### src/rcn_pkg.sv
// Package of constants for the receive coarse NCO with dual modulus
package rcn_pkg;
    localparam int PHASE_WIDTH = 48;
    localparam logic [47:0] WORD_ZERO = 48'h0000_0000_0000;
    localparam logic [47:0] PHASE_LSB = 48'h0000_0000_0001;
    typedef enum logic {RCN_INTEGER, RCN_DUAL_MODULUS} rcn_mode_e;
endpackage : rcn_pkg

### src/rcn_frac_acc.sv
// Fractional accumulator: numerator added modulo the denominator, carry out
`timescale 1ns/1ps
`default_nettype none
module rcn_frac_acc #(
    parameter int WIDTH = rcn_pkg::PHASE_WIDTH
) (
    input wire logic core_clk,
    input wire logic reset,
    input wire logic clkEn,
    input wire logic clear,
    input wire logic [WIDTH-1:0] numerator,
    input wire logic [WIDTH-1:0] denominator,
    output logic carry
);
    import rcn_pkg::*;

    logic [WIDTH-1:0] residue;
    logic [WIDTH:0] sum;
    logic [WIDTH:0] wrapped;
    logic wrap;
    logic [WIDTH-1:0] next_residue;

    // Sum one bit wider, so a large numerator cannot overflow silently
    assign sum = {1'b0, residue} + {1'b0, numerator};
    assign wrap = (numerator != WORD_ZERO) && (sum >= {1'b0, denominator});
    assign wrapped = sum - {1'b0, denominator};
    assign next_residue = wrap ? wrapped[WIDTH-1:0] : sum[WIDTH-1:0];

    // Residue and carry register, carry marks one extra phase LSB
    always_ff @(posedge core_clk) begin
        if (reset || clear) begin
            residue <= WORD_ZERO;
            carry <= 1'b0;
        end else if (clkEn) begin
            residue <= next_residue;
            carry <= wrap;
        end
    end
endmodule : rcn_frac_acc
`default_nettype wire

### src/rcn_nco.sv
// Receive coarse NCO top: staged words, phase accumulator, mode select
`timescale 1ns/1ps
`default_nettype none
module rcn_nco #(
    parameter int WIDTH = rcn_pkg::PHASE_WIDTH
) (
    input wire logic core_clk,
    input wire logic reset,
    input wire logic clkEn,
    input wire logic softReset,
    input wire logic [WIDTH-1:0] phase_step_integer,
    input wire logic [WIDTH-1:0] phase_step_frac_numerator,
    input wire logic [WIDTH-1:0] phase_step_frac_denominator,
    input wire logic [WIDTH-1:0] phase_offset_word,
    input wire logic transferStrobe,
    output logic [WIDTH-1:0] phase_accumulator_value,
    output logic [WIDTH-1:0] ncoPhase,
    output logic transferDone,
    output rcn_pkg::rcn_mode_e ncoMode
);
    import rcn_pkg::*;

    // Active word set, loaded together on a transfer
    logic [WIDTH-1:0] stepActive;
    logic [WIDTH-1:0] numActive;
    logic [WIDTH-1:0] denActive;
    logic [WIDTH-1:0] offsetActive;
    logic fracCarry;
    logic [WIDTH-1:0] stepTotal;
    logic [WIDTH-1:0] next_acc;
    logic [WIDTH-1:0] next_phase;
    rcn_mode_e next_mode;
    logic accClear;

    assign accClear = softReset;
    // Mode follows the active numerator only
    assign next_mode = (numActive != WORD_ZERO) ? RCN_DUAL_MODULUS : RCN_INTEGER;
    // Step is two's complement, modular add wraps to alias within the sample rate
    assign stepTotal = fracCarry ? stepActive + PHASE_LSB : stepActive;
    assign next_acc = phase_accumulator_value + stepTotal;
    assign next_phase = next_acc + offsetActive;

    // Staging: all four words move in the same cycle
    always_ff @(posedge core_clk) begin
        if (reset) begin
            stepActive <= WORD_ZERO;
            numActive <= WORD_ZERO;
            denActive <= WORD_ZERO;
            offsetActive <= WORD_ZERO;
            transferDone <= 1'b0;
        end else if (clkEn) begin
            transferDone <= transferStrobe;
            if (transferStrobe) begin
                stepActive <= phase_step_integer;
                numActive <= phase_step_frac_numerator;
                denActive <= phase_step_frac_denominator;
                offsetActive <= phase_offset_word;
            end
        end
    end

    // Phase accumulator; step change keeps the running phase (coherent in integer mode)
    always_ff @(posedge core_clk) begin
        if (reset || accClear) begin
            phase_accumulator_value <= WORD_ZERO;
            ncoPhase <= WORD_ZERO; // Offset is not applied while held in clear
            ncoMode <= RCN_INTEGER;
        end else if (clkEn) begin
            phase_accumulator_value <= next_acc;
            ncoPhase <= next_phase;
            ncoMode <= next_mode;
        end
    end

    rcn_frac_acc #(
        .WIDTH(WIDTH)
    ) uFrac (
        .core_clk(core_clk),
        .reset(reset),
        .clkEn(clkEn),
        .clear(accClear),
        .numerator(numActive),
        .denominator(denActive),
        .carry(fracCarry)
    );
endmodule : rcn_nco
`default_nettype wire

### config.mk
export PLATFORM = sky130hd
export DESIGN_NAME = rcn_nco
export DESIGN_NICKNAME = d
export VERILOG_FILES = /design/src/rcn_pkg.sv /design/src/rcn_frac_acc.sv /design/src/rcn_nco.sv
export SDC_FILE = /design/constraint.sdc
export NUM_CORES = 1
export LEC_CHECK = 0
export BUFFER_PORTS_ARGS = -buffer_cell sky130_fd_sc_hd__buf_4
export CAP_MARGIN = 20
export CELL_PAD_IN_SITES_DETAIL_PLACEMENT = 1
export CELL_PAD_IN_SITES_GLOBAL_PLACEMENT = 2
export CORE_UTILIZATION = 37
export CTS_CLUSTER_DIAMETER = 200
export DETAILED_ROUTE_END_ITERATION = 8
export HOLD_SLACK_MARGIN = 0.05
export PLACE_DENSITY = 0.95
export SLEW_MARGIN = 20
export SYNTH_ARGS = -nofsm -noshare
export SYNTH_HDL_FRONTEND = slang
export SYNTH_SLANG_ARGS = --single-unit
### constraint.sdc
create_clock -name core_clk -period 13.7 [get_ports core_clk]
set_clock_uncertainty 0.2 [all_clocks]
set_input_delay 2.055 -clock core_clk [delete_from_list [all_inputs] [get_ports core_clk]]
set_output_delay 2.055 -clock core_clk [all_outputs]
set_load 0.02 [all_outputs]
[Word-level counts from Yosys, hierarchy flattened]
Cells that the tools add are included.
Storage, ports and cells
  flip-flop bits (word level): 339
  input port bits: 197
  output and inout bits: 98
  logic and storage cells: 23
Cells by class
  $add $sub $neg: 5
  order comparisons: 1
  multiplexer cells: 3
  reduce and logical (&&, ||, !) cells: 4
Operators by type and width (count)
  $add A48 B48 Y48: 2
  $mux W48: 2
  $add A48 B48 Y49: 1
  $ge A49 B48 Y1: 1
  $add A48 B1 Y48 const B: 1
  $reduce_bool A48 Y1: 1
  $sub A48 B48 Y48: 1
  $reduce_and A2 Y1: 1
  $logic_and A1 B1 Y1: 1
  $logic_or A1 B1 Y1: 1
  $mux W1: 1

[Depth between registers and ports, before layout]
  word-level depth: 4
  gate-level depth with buffers: 31
  depth with buffers taken out: 29

[Cells and area by module]
Synthesis repeated with hierarchy kept, for this count alone.
Second synthesis, totals
  cells, all modules: 3104
  area total of the unflattened synthesis: 23839.1 um2
By module, submodules not included
  rcn_nco: times used 1, cells an instance 1970, area an instance 15840.2 um2, seq. area each 5805.6 um2
  rcn_frac_acc: times used 1, cells an instance 1134, area an instance 7998.9 um2, seq. area each 980.9 um2

[Least setup slack after synthesis]
OpenSTA, ideal clock, no wires.
  path kind: reg2reg
  from: register uFrac.carry
  to: register ncoPhase[47]
  library setup time: 132 ps
  arrival time: 5378 ps
  required time: 13368 ps
  path slack: 7989 ps
  cell stages (with the launch flop): 31
  buffers on the path: 3
  clock period less this slack: 5711 ps
  path through: dfxtp_1 > and3_1 > and4_1 > clkbuf_1 > nand3_4 > nor2_1 > nand2_1 > xnor2_1 > ha_1 > clkbuf_1 > a21oi_1 > o21bai_1 > a21o_1 > a21o_1 > a21o_1 > or3_1 > o221ai_1 > a21oi_1 > a31oi_1 > xnor2_1 > ha_1 > clkbuf_1 > a21o_1 > a21o_1 > a21oi_1 > nand3_1 > a211oi_1 > o31ai_1 > a21oi_1 > xnor2_1 > a21oi_1
Between the ends
  word-level cells in the longest chain between the ends: 3
Ends and longest elaborated chain
  start, declared: RTL line rcn_frac_acc.sv:13  | output logic carry
  start signal, assigned: RTL line rcn_frac_acc.sv:36  | carry <= wrap;
  $mux W48: RTL line rcn_nco.sv:39  | assign stepTotal = fracCarry ? stepActive + PHASE_LSB : stepActive;
  $add A48 B48 Y48: RTL line rcn_nco.sv:40  | assign next_acc = phase_accumulator_value + stepTotal;
  via next_acc[40]: RTL line rcn_nco.sv:30  | logic [WIDTH-1:0] next_acc;
  $add A48 B48 Y48: RTL line rcn_nco.sv:41  | assign next_phase = next_acc + offsetActive;
  end signal, assigned: RTL line rcn_nco.sv:70  | ncoPhase <= next_phase;
  end, declared: RTL line rcn_nco.sv:17  | output logic [WIDTH-1:0] ncoPhase,
The timed path passes the listed nets, and every way through them passes these cells.
A chain may end at the register's enable or synchronous reset.

[Worst setup path in the final report]
  from: register uFrac.carry
  to: register ncoPhase[46]
The elaborated chain is that of the path after synthesis.

==> flow_summary_export.csv <==
group,metric,value,unit
final_layout,final_common_cell,"nand2_1",
clocking,clk_pin_slew,0.06,ns
route,detail-route-antenna-nets,0,
synthesis,ys_types,81,
clocking,cts_setup_buffers,0,
final_layout,fin_util,44.0,%
sta,setup_viol,0,
grt,grt_pass1_vias,23300,
placement,dp_hpwl,63.6,mm
synthesis,synth_warnings,0,
worst_setup_path,end_kind,"flop",
grt,antenna_found_initial,0,
synthesis,synth_ff_type,"dfxtp_1",
worst_setup_path,r2r_setup_slack,7.03,ns
final_layout,area_growth,17.2,%
placement,numPortBuffers,294,
route,drt_first_iter_violations,1182,
power,combPwrFrac,31.1,%
worst_setup_path,crit_top_cell,"xnor2_1",
worst_hold_path,hp-start,"ncoPhase[46]",
grt,grt_pass1_wl,129,mm
synthesis,synth_seq_area_share,28.7,%
worst_setup_path,critical_path_arrival,6.93,ns
route,drc,0,
power,p_leak,12.4,nW
clocking,clock_path_buffers,3,
clocking,cts_resized,0,
status,outcome,"complete, no violations",
worst_setup_path,regToRegStartpoint,"uFrac.carry",
final_layout,most-common-layout-cells,"nand2_1 (592), a21oi_1 (424), dfxtp_1 (339), buf_4 (304), nor2_1 (200)",
power,p_sw_share,35.1,%
clocking,hold_buffers,0,
placement,dp_slack,7.04,ns
sta,period_minus_slack,6.67,ns
synthesis,syn_inst,3145,
sta,hold_viol,0,
worst_hold_path,holdPathEnd,"ncoPhase[46]",
synthesis,avgSynthCellArea,7.52,µm²
synthesis,synth_area_leader_cell,"dfxtp_1",
power,intPower,2.07,mW
synthesis,ys_ff_latch,339,
worst_hold_path,worstHoldPathCells,2,
floorplanning,die_w,255,µm
grt,grt_max_degree,77,
clocking,ctsRootBufferMaster,"clkbuf_16",
sta,tns,0,ns
placement,dpl-instance-area,0.0264,mm²
clocking,cts.sinks,339,
worst_setup_path,worst_path_largest_cell_delay,0.60,ns
synthesis,postSynth.asyncResetShare,0,%
sta,finalHoldWorstSlack,0.250,ns
route,via_per_inst,5.51,
worst_setup_path,cp.required,13.96,ns
floorplanning,fp-row-count,92,
worst_setup_path,cp_slowest_cell,"a211oi_1",
route,routedWlPerCell,19.7,µm
worst_setup_path,rr_endpoint,"ncoPhase[46]",
synthesis,synth_top_area_share,28.7,%
worst_setup_path,critPathMaxFanout,8,
floorplanning,start_util,37.5,%
sta,slew-limit-headroom,38.3,%
synthesis,synth_edf_count,0,
final_layout,fin_nets,3731,
power,seq_power_share,33.8,%
power,ir_drop,0.0773,mV
route,drtPass1Iterations,4,
final_layout,drive_gt1_share,11.8,%
clocking,clk_latency,0.59,ns
sta,clock.fmax,150,MHz
floorplanning,die_area,0.0649,mm²
sta,worst-slew-pin-transition,0.918,ns
power,total_power,3.18,mW
floorplanning,coreArea,0.0631,mm²
final_layout,diodes,0,
worst_setup_path,path_class,"reg -> reg",
clocking,htree_levels,2,
final_layout,fin_area,0.0277,mm²
worst_setup_path,reg2reg_depth,25,
clocking,numCtsBuffers,43,
sta,post-route-period-util,48.7,%
synthesis,syn-num-nets,3545,
worst_setup_path,crit_path_start_kind,"flop",
route,routed_wl,83.0,mm
grt,grtUsageTotal,25.1,%
placement,place_congestion,0.904,
floorplanning,die_h,255,µm
sta,layout_setup_ws,7.03,ns
route,num_vias,23200,
placement,dp_cells,4132,
power,cellPowerDensity,115,mW/mm²
synthesis,synth_area_leaders,"dfxtp_1 (29%), ha_1 (11%), nand2_1 (9.4%)",
floorplanning,io_pins,295,
sta,rsz0062_at_grt,"false",
run,cap_viol_max_count,0,
worst_hold_path,min_path_type,"reg -> reg",
final_layout,layoutNonFillerInstCount,4203,
sta,final_max_slew_viol_count,0,
grt,overflow,0,
clocking,cts_tree,"yes",
synthesis,synth_area,0.0236,mm²
power,clkPwrFrac,35.1,%
power,switchingPower,1.12,mW
## worst max-delay path: cells and delay by family (launching register included)
| family | cells | cell delay [ns] |
|---|---|---|
| xor+xnor | 3 | 0.56 |
| fa+ha+maj | 2 | 0.77 |
| flops | 1 | 0.42 |
| simple gates | 9 | 1.95 |
| compound gates | 11 | 2.63 |
## layout make-up
class,count,area (µm²)
multi-input combinational,2547,15900
clock inverter,14,173
tap,846,1060
fill,7958,35400
sequential,339,6790
inverter,94,353
clock buffer,57,1160
timing repair buffer,306,2300
## per-layer routing
metal | vias to the layer above | routed length [µm] | part of all wire (%) | track usage (%)
li1 | 11400 | - | - | -
met1 | 11100 | 38100 | 46 | 32.8
met2 | 441 | 38800 | 47 | 42.2
met3 | 138 | 3010 | 3.6 | 2.78
met4 | 0 | 3060 | 3.7 | 9.48
met5 | - | 0 | 0 | 0
## sequential cells by signal, indices dropped and copies added (netlist names)
register / flops
uFrac.residue: 48
ncoMode: 1
uFrac.carry: 1
numActive: 48
denActive: 48
ncoPhase: 48
phase_accumulator_value: 48
transferDone: 1
offsetActive: 48
stepActive: 48
## logic make-up (layout without fill, tap and decap cells)
logic type | after synthesis | count (layout) | share of synthesized area (%)
AO/OA/AOI/OAI | 960 | 960 | 24.7
XOR/XNOR | 215 | 215 | 7.96
adder cells (fa/ha/maj) | 203 | 203 | 10.9
buffers and inverters | 259 | 471 | 4.22
flip-flops | 339 | 339 | 28.7
multiplexers | 84 | 84 | 3.56
AND/OR/NAND/NOR | 1085 | 1085 | 20.0
## power groups by stage
stage	combinational (mW)	clock (mW)	sequential (mW)
floorplan	0.699	0	1.09
global placement	0.966	0	1.09
detailed placement	0.978	0	1.10
CTS	0.988	1.14	1.07
global route	1.09	1.17	1.08
finish	0.992	1.12	1.08
## Yosys cell counts (all sizes together) (19+ instances only)
library cell  instances
o21a                 34
ha                  199
nor4                 19
nand4                42
nor2                201
inv                  94
a211oi               28
and3                 33
dfxtp               339
a31oi                34
o21ai               161
xor2                 89
mux2i                83
o211ai               28
nor3                 38
a21oi               427
nand2               593
xnor2               126
nand3                70
a21o                117
o21bai               38
clkbuf              148
## worst max path at each step
stage	from	endpoint	slack, ns	depth (start not counted)
CTS	uFrac.carry	ncoPhase[46]	6.99	25
floorplan	uFrac.carry	ncoPhase[47]	7.99	30
global placement	uFrac.carry	ncoPhase[46]	7.30	23
finish	uFrac.carry	ncoPhase[46]	7.03	25
detailed placement	uFrac.carry	ncoPhase[46]	7.04	25
global route	uFrac.carry	ncoPhase[46]	6.34	25
Note: power is estimated with default switching activity, not from simulation.
